===== src/core/usbif_defines.vh =====
`ifndef USBIF_DEFINES_VH
`define USBIF_DEFINES_VH

// Register locations in the microcontroller data memory.
`define USBIF_ADDR_DIR 8'h41
`define USBIF_ADDR_DEVADR 8'h42
`define USBIF_ADDR_HALT 8'h43
`define USBIF_ADDR_ACCESS 8'h44
`define USBIF_ADDR_STATUS 8'h45
`define USBIF_ADDR_BUFCMD 8'h46
`define USBIF_ADDR_BUF0 8'h48
`define USBIF_ADDR_BUF1 8'h49

// Reset values.
`define USBIF_RST_DIR 2'h3
`define USBIF_RST_DEVADR 8'h00
`define USBIF_RST_HALT 2'h0
`define USBIF_RST_ACCESS 2'h0
`define USBIF_RST_DEVICE_ID 7'h00

// Field positions of the engine status and control register.
`define USBIF_ST_ADRSET 0
`define USBIF_ST_EP0ERR 1
`define USBIF_ST_NAKMASK 7

// Field positions of the buffer command and status register.
`define USBIF_BC_REQ 0
`define USBIF_BC_TX 1
`define USBIF_BC_CLR 2
`define USBIF_BC_SEL0 3
`define USBIF_BC_SEL1 4
`define USBIF_BC_SETUP 5
`define USBIF_BC_READY 6
`define USBIF_BC_LEN0 7

// Remote wake-up flag position in the address register.
`define USBIF_WAKEUP_BIT 0

// Endpoint buffer geometry: eight bytes per endpoint.
`define USBIF_BUF_DEPTH 8
`define USBIF_BUF_AW 3
`define USBIF_BUF_CW 4

`endif


===== src/core/usbif_buf.v =====
`timescale 1ns/1ns
`include "usbif_defines.vh"

module usbif_buf
(
  // Clock and reset.
  input wire clk,
  input wire rst,
  // Control.
  input wire clr,
  input wire push,
  input wire pop,
  // Data.
  input wire [7:0] din,
  output wire [7:0] dout,
  // State.
  output wire empty,
  output wire full
);

  reg [7:0] mem_q [0:`USBIF_BUF_DEPTH-1];
  reg [`USBIF_BUF_AW-1:0] wp_q;
  reg [`USBIF_BUF_AW-1:0] rp_q;
  reg [`USBIF_BUF_CW-1:0] cnt_q;
  integer i;

  assign empty = (cnt_q == 4'h0);
  assign full = (cnt_q == 4'h8);
  assign dout = mem_q[rp_q];

  ////////////////////////////////////////////////////////////////////////
  // Pointers and count; clear wins over any transfer in the same cycle.
  always @(posedge clk or posedge rst)
  begin
    if (rst)
    begin
      wp_q <= 3'h0;
      rp_q <= 3'h0;
      cnt_q <= 4'h0;
    end
    else if (clr)
    begin
      wp_q <= 3'h0;
      rp_q <= 3'h0;
      cnt_q <= 4'h0;
    end
    else
    begin
      if (push && !full)
        wp_q <= wp_q + 3'h1;
      if (pop && !empty)
        rp_q <= rp_q + 3'h1;
      if ((push && !full) && !(pop && !empty))
        cnt_q <= cnt_q + 4'h1;
      else if (!(push && !full) && (pop && !empty))
        cnt_q <= cnt_q - 4'h1;
    end
  end

  // Storage in flip-flops, cleared at reset so reads are never unknown.
  always @(posedge clk or posedge rst)
  begin
    if (rst)
    begin
      for (i = 0; i < `USBIF_BUF_DEPTH; i = i + 1)
        mem_q[i] <= 8'h00;
    end
    else if (push && !full && !clr)
      mem_q[wp_q] <= din;
  end

endmodule // usbif_buf


===== src/core/usbif_regs.v =====
// Summary of operation
// - An 8-bit address register holds the device address above a wake-up flag in bit zero and resets to zero.
// - Bit zero of the address register reads one when remote wake-up exists and zero when it does not.
// - Each endpoint has a direction bit where one means IN and zero means OUT.
// - Endpoint one sits in bit one, endpoint zero in bit zero, upper bits reserved, reset value both IN.
// - The read-only access register sets an endpoint bit only after the host touched that endpoint and resets to zero.
// - When a host access raises the USB interrupt the access register already names the endpoint that caused it.
// - With the deferred bit set the engine loads the address only after the host completes an IN read.
// - After applying a deferred address the engine clears the deferred bit itself.
// - With the deferred bit clear a write to the address register applies the new address at once.
// - The engine sets the endpoint-zero error flag on buffer errors and firmware clears it.
// - Status bit seven masks the NAK interrupt when one and resets to zero.
// - Status bits two to six are reserved with no function.
// - Registers sit at consecutive data-memory locations with the two buffer ports after them.
// - Two eight-byte bidirectional buffers serve the control and the interrupt endpoint.
`timescale 1ns/1ns
`include "usbif_defines.vh"

module usbif_regs
(
  // Clock and reset.
  input wire clk,
  input wire rst,
  // Microcontroller data-memory port.
  input wire [7:0] mcu_addr,
  input wire mcu_wr,
  input wire mcu_rd,
  input wire [7:0] mcu_wdata,
  output reg [7:0] mcu_rdata_q,
  // Events from the serial engine.
  input wire [1:0] sie_host_access,
  input wire sie_in_done,
  input wire sie_ep0_err,
  input wire sie_setup_rx,
  input wire sie_zero_len,
  input wire sie_nak,
  // Serial engine buffer port.
  input wire sie_ep,
  input wire sie_push,
  input wire sie_pop,
  input wire [7:0] sie_wdata,
  output reg [7:0] sie_rdata_q,
  // Configuration towards the serial engine.
  output reg [6:0] dev_addr_q,
  output reg wakeup_en_q,
  output reg [1:0] ep_dir_q,
  output reg [1:0] ep_halt_q,
  output reg usb_int_q
);

  reg [7:0] adr_reg_q;
  reg [1:0] access_q;
  reg [1:0] access_d;
  reg adr_set_q;
  reg ep0_err_q;
  reg nak_mask_q;
  reg req_q;
  reg tx_q;
  reg clr_q;
  reg sel0_q;
  reg sel1_q;
  reg setup_q;
  reg len0_q;
  reg ready_q;
  reg [7:0] rd_mux;

  wire wr_dir;
  wire wr_adr;
  wire wr_halt;
  wire wr_stat;
  wire wr_bc;
  wire wr_b0;
  wire wr_b1;
  wire rd_acc;
  wire rd_b0;
  wire rd_b1;
  wire [7:0] dout0;
  wire [7:0] dout1;
  wire empty0;
  wire empty1;
  wire full0;
  wire full1;
  wire sel_b1;
  wire act0;
  wire act1;
  wire mpush0;
  wire mpush1;
  wire mpop0;
  wire mpop1;
  wire spush0;
  wire spush1;
  wire spop0;
  wire spop1;
  wire ready_d;

  //////////////////////////////////////////////////////////////////////////
  // Address decode; the register bank is a run of consecutive locations.
  assign wr_dir = mcu_wr && (mcu_addr == `USBIF_ADDR_DIR);
  assign wr_adr = mcu_wr && (mcu_addr == `USBIF_ADDR_DEVADR);
  assign wr_halt = mcu_wr && (mcu_addr == `USBIF_ADDR_HALT);
  assign wr_stat = mcu_wr && (mcu_addr == `USBIF_ADDR_STATUS);
  assign wr_bc = mcu_wr && (mcu_addr == `USBIF_ADDR_BUFCMD);
  assign wr_b0 = mcu_wr && (mcu_addr == `USBIF_ADDR_BUF0);
  assign wr_b1 = mcu_wr && (mcu_addr == `USBIF_ADDR_BUF1);
  assign rd_acc = mcu_rd && (mcu_addr == `USBIF_ADDR_ACCESS);
  assign rd_b0 = mcu_rd && (mcu_addr == `USBIF_ADDR_BUF0);
  assign rd_b1 = mcu_rd && (mcu_addr == `USBIF_ADDR_BUF1);

  //////////////////////////////////////////////////////////////////////////
  // Buffer arbitration. Firmware only reaches the buffer it selected while
  // its request is up; the engine uses a buffer otherwise and is refused a
  // transfer in a cycle where firmware moves a byte through the same one.
  assign sel_b1 = sel0_q;
  assign act0 = req_q && !sel_b1;
  assign act1 = req_q && sel_b1;
  assign mpush0 = wr_b0 && act0 && tx_q && !full0;
  assign mpush1 = wr_b1 && act1 && tx_q && !full1;
  assign mpop0 = rd_b0 && act0 && !tx_q && !empty0;
  assign mpop1 = rd_b1 && act1 && !tx_q && !empty1;
  assign spush0 = sie_push && !sie_ep && !mpush0 && !mpop0;
  assign spush1 = sie_push && sie_ep && !mpush1 && !mpop1;
  assign spop0 = sie_pop && !sie_ep && !mpush0 && !mpop0;
  assign spop1 = sie_pop && sie_ep && !mpush1 && !mpop1;

  // Ready: room to write when sending, data to read when receiving.
  assign ready_d = act0 ? (tx_q ? !full0 : !empty0) :
                   act1 ? (tx_q ? !full1 : !empty1) : 1'b0;

  //////////////////////////////////////////////////////////////////////////
  // Control endpoint buffer.
  usbif_buf u_buf0
  (
    .clk(clk),
    .rst(rst),
    .clr(clr_q && act0),
    .push(mpush0 || spush0),
    .pop(mpop0 || spop0),
    .din(mpush0 ? mcu_wdata : sie_wdata),
    .dout(dout0),
    .empty(empty0),
    .full(full0)
  );

  // Interrupt endpoint buffer.
  usbif_buf u_buf1
  (
    .clk(clk),
    .rst(rst),
    .clr(clr_q && act1),
    .push(mpush1 || spush1),
    .pop(mpop1 || spop1),
    .din(mpush1 ? mcu_wdata : sie_wdata),
    .dout(dout1),
    .empty(empty1),
    .full(full1)
  );

  //////////////////////////////////////////////////////////////////////////
  // Direction and halt bitmaps; only the two endpoint bits are stored.
  always @(posedge clk or posedge rst)
  begin
    if (rst)
    begin
      ep_dir_q <= `USBIF_RST_DIR;
      ep_halt_q <= `USBIF_RST_HALT;
    end
    else
    begin
      if (wr_dir)
        ep_dir_q <= mcu_wdata[1:0];
      if (wr_halt)
        ep_halt_q <= mcu_wdata[1:0];
    end
  end

  //////////////////////////////////////////////////////////////////////////
  // Address register, applied address and the deferred-update bit.
  always @(posedge clk or posedge rst)
  begin
    if (rst)
    begin
      adr_reg_q <= `USBIF_RST_DEVADR;
      dev_addr_q <= `USBIF_RST_DEVICE_ID;
      wakeup_en_q <= 1'b0;
      adr_set_q <= 1'b0;
    end
    else
    begin
      if (wr_adr)
      begin
        adr_reg_q <= mcu_wdata;
        wakeup_en_q <= mcu_wdata[`USBIF_WAKEUP_BIT];
      end
      if (wr_adr && !adr_set_q)
        dev_addr_q <= mcu_wdata[7:1];
      else if (adr_set_q && sie_in_done)
        dev_addr_q <= adr_reg_q[7:1];
      // The engine's own clear beats a firmware write in the same cycle,
      // so a stale deferred update can never fire twice.
      if (adr_set_q && sie_in_done)
        adr_set_q <= 1'b0;
      else if (wr_stat)
        adr_set_q <= mcu_wdata[`USBIF_ST_ADRSET];
    end
  end

  //////////////////////////////////////////////////////////////////////////
  // Error flag and NAK mask. The hardware set wins over a firmware clear.
  always @(posedge clk or posedge rst)
  begin
    if (rst)
    begin
      ep0_err_q <= 1'b0;
      nak_mask_q <= 1'b0;
    end
    else
    begin
      if (sie_ep0_err)
        ep0_err_q <= 1'b1;
      else if (wr_stat)
        ep0_err_q <= mcu_wdata[`USBIF_ST_EP0ERR];
      if (wr_stat)
        nak_mask_q <= mcu_wdata[`USBIF_ST_NAKMASK];
    end
  end

  //////////////////////////////////////////////////////////////////////////
  // Access flags clear on a read, but a host access in that same cycle is
  // kept so that no interrupt cause is ever lost.
  always @*
  begin
    access_d = access_q;
    if (rd_acc)
      access_d = 2'h0;
    access_d = access_d | sie_host_access;
  end

  // The interrupt pulses in the same cycle that the flag becomes visible.
  always @(posedge clk or posedge rst)
  begin
    if (rst)
    begin
      access_q <= `USBIF_RST_ACCESS;
      usb_int_q <= 1'b0;
    end
    else
    begin
      access_q <= access_d;
      usb_int_q <= (|sie_host_access) || (sie_nak && !nak_mask_q);
    end
  end

  //////////////////////////////////////////////////////////////////////////
  // Buffer command and status register.
  always @(posedge clk or posedge rst)
  begin
    if (rst)
    begin
      req_q <= 1'b0;
      tx_q <= 1'b0;
      clr_q <= 1'b0;
      sel0_q <= 1'b0;
      sel1_q <= 1'b0;
      setup_q <= 1'b0;
      len0_q <= 1'b0;
      ready_q <= 1'b0;
    end
    else
    begin
      ready_q <= ready_d;
      if (wr_bc)
      begin
        req_q <= mcu_wdata[`USBIF_BC_REQ];
        tx_q <= mcu_wdata[`USBIF_BC_TX];
        clr_q <= mcu_wdata[`USBIF_BC_CLR];
        sel0_q <= mcu_wdata[`USBIF_BC_SEL0];
        sel1_q <= mcu_wdata[`USBIF_BC_SEL1];
      end
      // A new setup packet must not be missed while firmware is busy.
      if (sie_setup_rx)
        setup_q <= 1'b1;
      else if (wr_bc)
        setup_q <= mcu_wdata[`USBIF_BC_SETUP];
      // Zero-length flag: reading the control buffer or a new setup clears.
      if (sie_zero_len)
        len0_q <= 1'b1;
      else if (rd_b0 || sie_setup_rx)
        len0_q <= 1'b0;
      else if (wr_bc)
        len0_q <= mcu_wdata[`USBIF_BC_LEN0];
    end
  end

  //////////////////////////////////////////////////////////////////////////
  // Read multiplexer; unmapped and reserved locations read as zero.
  always @*
  begin
    rd_mux = 8'h00;
    case (mcu_addr)
      `USBIF_ADDR_DIR: rd_mux = {6'h00, ep_dir_q};
      `USBIF_ADDR_DEVADR: rd_mux = adr_reg_q;
      `USBIF_ADDR_HALT: rd_mux = {6'h00, ep_halt_q};
      `USBIF_ADDR_ACCESS: rd_mux = {6'h00, access_q};
      `USBIF_ADDR_STATUS: rd_mux = {nak_mask_q, 5'h00, ep0_err_q,
                                    adr_set_q};
      `USBIF_ADDR_BUFCMD: rd_mux = {len0_q, ready_q, setup_q, sel1_q,
                                    sel0_q, clr_q, tx_q, req_q};
      `USBIF_ADDR_BUF0: rd_mux = mpop0 ? dout0 : 8'h00;
      `USBIF_ADDR_BUF1: rd_mux = mpop1 ? dout1 : 8'h00;
      default: rd_mux = 8'h00;
    endcase
  end

  // Read data is captured on the read strobe and held until the next one.
  always @(posedge clk or posedge rst)
  begin
    if (rst)
      mcu_rdata_q <= 8'h00;
    else if (mcu_rd)
      mcu_rdata_q <= rd_mux;
  end

  //////////////////////////////////////////////////////////////////////////
  // Engine side read data, captured from the head of the buffer it pops.
  always @(posedge clk or posedge rst)
  begin
    if (rst)
      sie_rdata_q <= 8'h00;
    else if (spop0)
      sie_rdata_q <= dout0;
    else if (spop1)
      sie_rdata_q <= dout1;
  end

endmodule // usbif_regs


===== config.mk =====
export PLATFORM = sky130hd
export DESIGN_NAME = usbif_regs
export DESIGN_NICKNAME = d
export VERILOG_FILES = /design/src/core/usbif_buf.v /design/src/core/usbif_regs.v
export VERILOG_INCLUDE_DIRS = /design/src /design/src/core
export SDC_FILE = /design/constraint.sdc
export NUM_CORES = 1
export LEC_CHECK = 0
export BUFFER_PORTS_ARGS = -buffer_cell sky130_fd_sc_hd__buf_2
export CORE_ASPECT_RATIO = 0.5
export CORE_MARGIN = 10
export CORE_UTILIZATION = 33
export CTS_BUF_LIST = sky130_fd_sc_hd__clkbuf_4 sky130_fd_sc_hd__clkbuf_8
export CTS_CLUSTER_SIZE = 8
export DETAILED_ROUTE_END_ITERATION = 16
export SETUP_SLACK_MARGIN = 0.02
export SYNTH_ARGS = -nofsm -noshare
export SYNTH_HDL_FRONTEND = slang
export SYNTH_SLANG_ARGS = --single-unit

===== constraint.sdc =====
create_clock -name clk -period 18.9 [get_ports clk]
set_input_delay 2.835 -clock clk [delete_from_list [all_inputs] [get_ports clk]]
set_output_delay 2.835 -clock clk [all_outputs]
set_load 0.01 [all_outputs]

After elaboration in Yosys (flattened, before gate mapping)
Index checks and enable logic that the tools add are counted.
{"block": "word_totals", "regBits": 198, "input_bits": 38, "out_inout_bits": 29, "elab_cells": 213}
{"block": "op_classes", "addsub": 8, "magnitude_cmp": 6, "eq_ne": 10, "muxes": 49, "n_bitwise": 5, "reduce_logical": 93}
{"op": "$bwmux 64", "n": 2}
{"op": "$mux 8", "n": 12}
{"op": "$eq 8x7->1 const B", "n": 8}
{"op": "$pmux 8 s8", "n": 1}
{"op": "$logic_and 1x1->1", "n": 53}
{"op": "$bmux 8 s3", "n": 2}
{"op": "$demux 8 s3", "n": 2}
{"op": "$mux 3", "n": 8}
{"op": "$mux 4", "n": 6}
{"op": "$logic_not 1->1", "n": 19}
{"op": "$reduce_bool 2->1", "n": 9}
{"op": "$ge 4x4->1 const B", "n": 4}
{"op": "$not 3->4", "n": 4}
{"op": "$mux 7", "n": 2}
{"op": "$mux 1", "n": 13}
{"op": "$add 3x1->3 const B", "n": 4}
{"op": "$reduce_bool 3->1", "n": 3}
{"op": "$add 4x1->4 const B", "n": 2}
{"op": "$eq 4x4->1 const B", "n": 2}
{"op": "$logic_not 4->1", "n": 2}
{"op": "$lt 4x1->1 const B", "n": 2}
{"op": "$sub 4x1->4 const B", "n": 2}
{"op": "$logic_or 1x1->1", "n": 6}
{"op": "$mux 2", "n": 1}
{"op": "other kinds (2)", "n": 2}

Depth between registers and ports, before layout
{"block": "depth", "ltp_word": 15, "depth_mapped": 15, "mapped_depth_nobuf": 12}

Cells and area by module
A second synthesis with hierarchy kept.
{"block": "hier_totals", "hier_cells": 744, "area_unflattened_um2": 10102.2}
{"module": "usbif_buf", "n_inst": 2, "cells_each": 246, "area_each_um2": 3636.0, "seq_area_each_um2": 1851.8}
{"module": "usbif_regs", "n_inst": 1, "cells_each": 252, "area_each_um2": 2830.2, "seq_area_each_um2": 1228.7}

Worst setup path before layout
OpenSTA, ideal clock, no wires.
{"block": "synth_path", "path_type": "input port to flip-flop", "from": "input mcu_addr[5]", "to": "register u_buf1.cnt_q[3]", "setup_time_ns": 0.078, "t_arrival_ns": 6.057, "t_required_ns": 18.822, "setup_slack_ns": 12.765, "path_stages": 15, "n_path_buf": 3, "path_cell_list": "or4b_1 > clkbuf_2 > clkbuf_1 > or4_1 > clkbuf_1 > a21oi_1 > inv_1 > ha_1 > inv_1 > ha_1 > a21o_1 > a21oi_1 > xnor2_1 > or3_1 > a21oi_1"}
{"block": "synth_between", "elab_chain_len": 14, "word_cells_on_any_way": 26, "cone_classes": "eq/ne: 1; mux: 2; reduce/logical: 23"}
{"item": "start, declared", "line": "usbif_regs.v:25", "text": "input wire [7:0] mcu_addr,"}
{"item": "$eq 8x7->1 (*)"}
{"item": "$logic_and 1x1->1", "line": "usbif_regs.v:104", "text": "assign wr_b1 = mcu_wr && (mcu_addr == `USBIF_ADDR_BUF1);"}
{"item": "$logic_and 1x1->1 (3 in series)", "line": "usbif_regs.v:117", "text": "assign mpush1 = wr_b1 && act1 && tx_q && !full1;"}
{"item": "$logic_not 1->1", "line": "usbif_regs.v:121, usbif_regs.v:123"}
{"item": "$logic_and 1x1->1 (2 in series)", "line": "usbif_regs.v:123", "text": "assign spop1 = sie_pop && sie_ep && !mpush1 && !mpop1;"}
{"item": "$logic_or 1x1->1", "line": "usbif_regs.v:151", "text": ".pop(mpop1 || spop1),"}
{"item": "$logic_and 1x1->1", "line": "usbif_buf.v:53, usbif_buf.v:55"}
{"item": "$logic_not 1->1", "line": "usbif_buf.v:53", "text": "if ((push && !full) && !(pop && !empty))"}
{"item": "$logic_and 1x1->1", "line": "usbif_buf.v:53"}
{"item": "$mux 4", "line": "usbif_buf.v:53"}
{"item": "$mux 4", "line": "usbif_buf.v:41", "text": "else if (clr)"}
{"item": "end signal, assigned", "line": "usbif_buf.v:54", "text": "cnt_q <= cnt_q + 4'h1;"}
{"item": "end signal, assigned", "line": "usbif_buf.v:56", "text": "cnt_q <= cnt_q - 4'h1;"}
{"item": "end, declared", "line": "usbif_buf.v:24", "text": "reg [`USBIF_BUF_CW-1:0] cnt_q;"}
Every way passes the cells marked *; elsewhere a longest branch is shown, timed or not.
A chain may end at the register's enable or synchronous reset.

Final worst setup path
Same ends and word-level chain as after synthesis.

==> qor.yml <==
crit-reg2reg-launch: "tx_q"
ios: 67
initialDrtViolationCount: 461
status: "finished clean"
worstSetupPathType: "in2reg"
die_width_um: 265
cp.required_ps: 19310
ys_seq_elements: 197
skew_ps: 18.8
setup_viol: 0
synth_flop_cell: "dfrtp_1"
cts_buffers: 17
synth.distinct_cells: 69
syn_inst: 746
path_clk_slew_ps: 110
cts_tree: "yes"
endpoint: "u_buf1.cnt_q[3]"
start_util_pct: 33.9
worstPathMaxFanout: 14
grt_usage_pct: 13.2
busiest_layer: "met2"
holdWs_ps: 488
dp_hpwl_mm: 17.3
power_density_nw_per_um2: 141
synth_enable_flop_cells: 0
intPower_uw: 1010
grt_max_degree: 134
rows: 44
gr-usage-met3_pct: 2.47
p_switching_uw: 535
r2r-end: "u_buf1.cnt_q[3]"
cts-root-buf: "clkbuf_8"
final_common_cell: "dfrtp_1"
fin_ws_ps: 12380
ys_warn_count: 0
fin_crit_sh_pct: 34.5
period_needed_ps: 6520
dp_slack_ps: 11870
maxSlewHeadroom_pct: 26.0
drive_gt1_share_pct: 39.8
ir_drop_v: 0.0000541
hold_path_class: "reg2reg"
io_buffers: 66
core_um2: 29300
grt_overflow_total: 0
nets: 847
cts_resized: 0
cp-end-kind: "flip-flop"
drc: 0
antenna_found_initial: 1
fp.dieArea_um2: 37800
fill_cells: 2787
critical_path_arrival_ps: 6930
grt_first_pass_wirelength_mm: 39.0
clock_latency_ps: 490
wire_per_inst_um: 20.4
htreeDepth: 4
clockPowerShare_pct: 17.7
final_util_pct: 37.5
crit_path_start_kind: "primary input"
rrSetupSlack_ps: 14850
cts_num_sinks: 197
regArea_um2: 4930
maxCapViolCount: 0
grt_use_met2_pct: 22.7
drtPass1Iterations: 4
hold_viol: 0
avgSynthCellArea_um2: 13.3
rsz0062_at_grt: "no"
ys_seq_area_share_pct: 49.7
worst_slew_pin_slew_ps: 1100
ff2ff_path_depth: 11
pwr-share-seq_pct: 46.1
num_antenna_cells: 0
p_leak_uw: 0.00480
vias: 6334
grtUsageMet1_pct: 16.7
finalSetupTns_ps: 0
drt-vias-per-instance: 5.27
syn_area_um2: 9920
final_cell_mix: "dfrtp_1 (195), mux2_2 (162), buf_2 (66), mux2i_1 (36), nor2_1 (35)"
place.gp.congestion: 0.812
ant_nets: 0
crit_start: "mcu_addr[5]"
multi_input_area_um2: 4760
hold_buffers: 0
syn_to_final_growth_pct: 10.8
grt_pass1_vias: 6703
cts_setup_buffers: 0
die_h_um: 143
swShare_pct: 34.5
wl_mm: 24.5
syn-num-nets: 796
synthArstFlopShare_pct: 100
drv_slew: 0
p_comb_share_pct: 36.2
cts.path.max_buffers: 2
max_freq_ghz: 0.153
==> critical path: stages <==
cell and delay, ps:
buf_2 100, or4b_1 790, nor4_2 910, a41o_1 670, ha_1 350, inv_1 100
ha_1 280, a21o_1 180, a21oi_1 170, xnor2_1 90, or3_1 300, a21oi_1 150
==> routing by layer <==
layer | part of all wire (%) | up-vias
met2 | 50 | 87
met5 | 0 | -
met1 | 45 | 3329
li1 | - | 2889
met3 | 3.0 | 29
met4 | 1.9 | 0
==> layout make-up <==
cell class	instances	area share, %
Clock buffer	20	2.45
Clock inverter	12	1.08
Inverter	15	0.580
Multi-Input combinational cell	496	43.3
Sequential cell	197	44.9
Tap cell	391	4.45
Timing Repair Buffer	70	3.28
==> state kept, by name (all words and copies together) (netlist names), 3 cells and up <==
name,flops
adr_reg_q,8
dev_addr_q,7
mcu_rdata_q,8
sie_rdata_q,8
u_buf0.cnt_q,4
u_buf0.mem_q,64
u_buf0.rp_q,3
u_buf0.wp_q,3
u_buf1.cnt_q,4
u_buf1.mem_q,64
u_buf1.rp_q,3
u_buf1.wp_q,3
==> kinds of logic (layout without fill, tap and decap cells) <==
logic type | after synthesis | count (layout) | synth area share [%]
AO/OA/AOI/OAI | 88 | 88 | 6.33
XOR/XNOR | 12 | 12 | 1.06
adder cells (fa/ha/maj) | 12 | 12 | 1.67
buffers and inverters | 53 | 117 | 2.27
flip-flops | 197 | 197 | 49.7
multiplexers | 234 | 234 | 29.6
AND/OR/NAND/NOR | 150 | 150 | 9.36
==> Yosys cell counts (6+ instances only) <==
master    number  area share (%)
nor2b_1       10            0.63
mux4_2        28             6.4
ha_1          10             1.3
a21o_1         9            0.68
nor2_1        35             1.3
clkbuf_1      24            0.91
a22oi_1        9            0.68
nand2_1       29             1.1
mux2i_1       36             3.6
mux2_4         8             1.2
xnor2_1        8            0.71
a221oi_1       6            0.53
dfrtp_1      195              49
mux2_2       162              18
inv_1         14            0.53
a21oi_1       22             1.1
o21ai_0       12            0.61
buf_1          7            0.26
nand3_1       13            0.66
nor3_1         7            0.35
nor4_1         6            0.38
==> how the worst min path moves through the flow <==
stage	start	end	slack (ps)	depth (start not counted)
2_1_floorplan	nak_mask_q	usb_int_q	440	1
3_3_place_gp	sie_rdata_q[2]	sie_rdata_q[2]	460	1
3_5_place_dp	sie_rdata_q[2]	sie_rdata_q[2]	460	1
4_1_cts	sie_rdata_q[2]	sie_rdata_q[2]	490	1
5_1_grt	sie_rdata_q[3]	sie_rdata_q[3]	510	1
6_report	sie_rdata_q[3]	sie_rdata_q[3]	490	1
==> power by group through the flow <==
stage               sequential (uW)  combinational (uW)  clock (uW)
finish                          714                 560         275
global route                    737                 613         298
CTS                             713                 564         282
detailed placement              721                 562           0
global placement                708                 546           0
floorplan                       660                 468           0
==> metrics by stage <==
| stage | total power, uW | std cells | instance area [um^2] |
|---|---|---|---|
| detailed placement | 1280 | 1169 | 10600 |
| finish | 1550 | 1201 | 11000 |
| global placement | 1250 | 1169 | 10600 |
| global route | 1650 | 1201 | 11000 |
| CTS | 1560 | 1201 | 11000 |
| floorplan | 1130 | 746 | 9920 |
(Power assumes the default switching activity.)
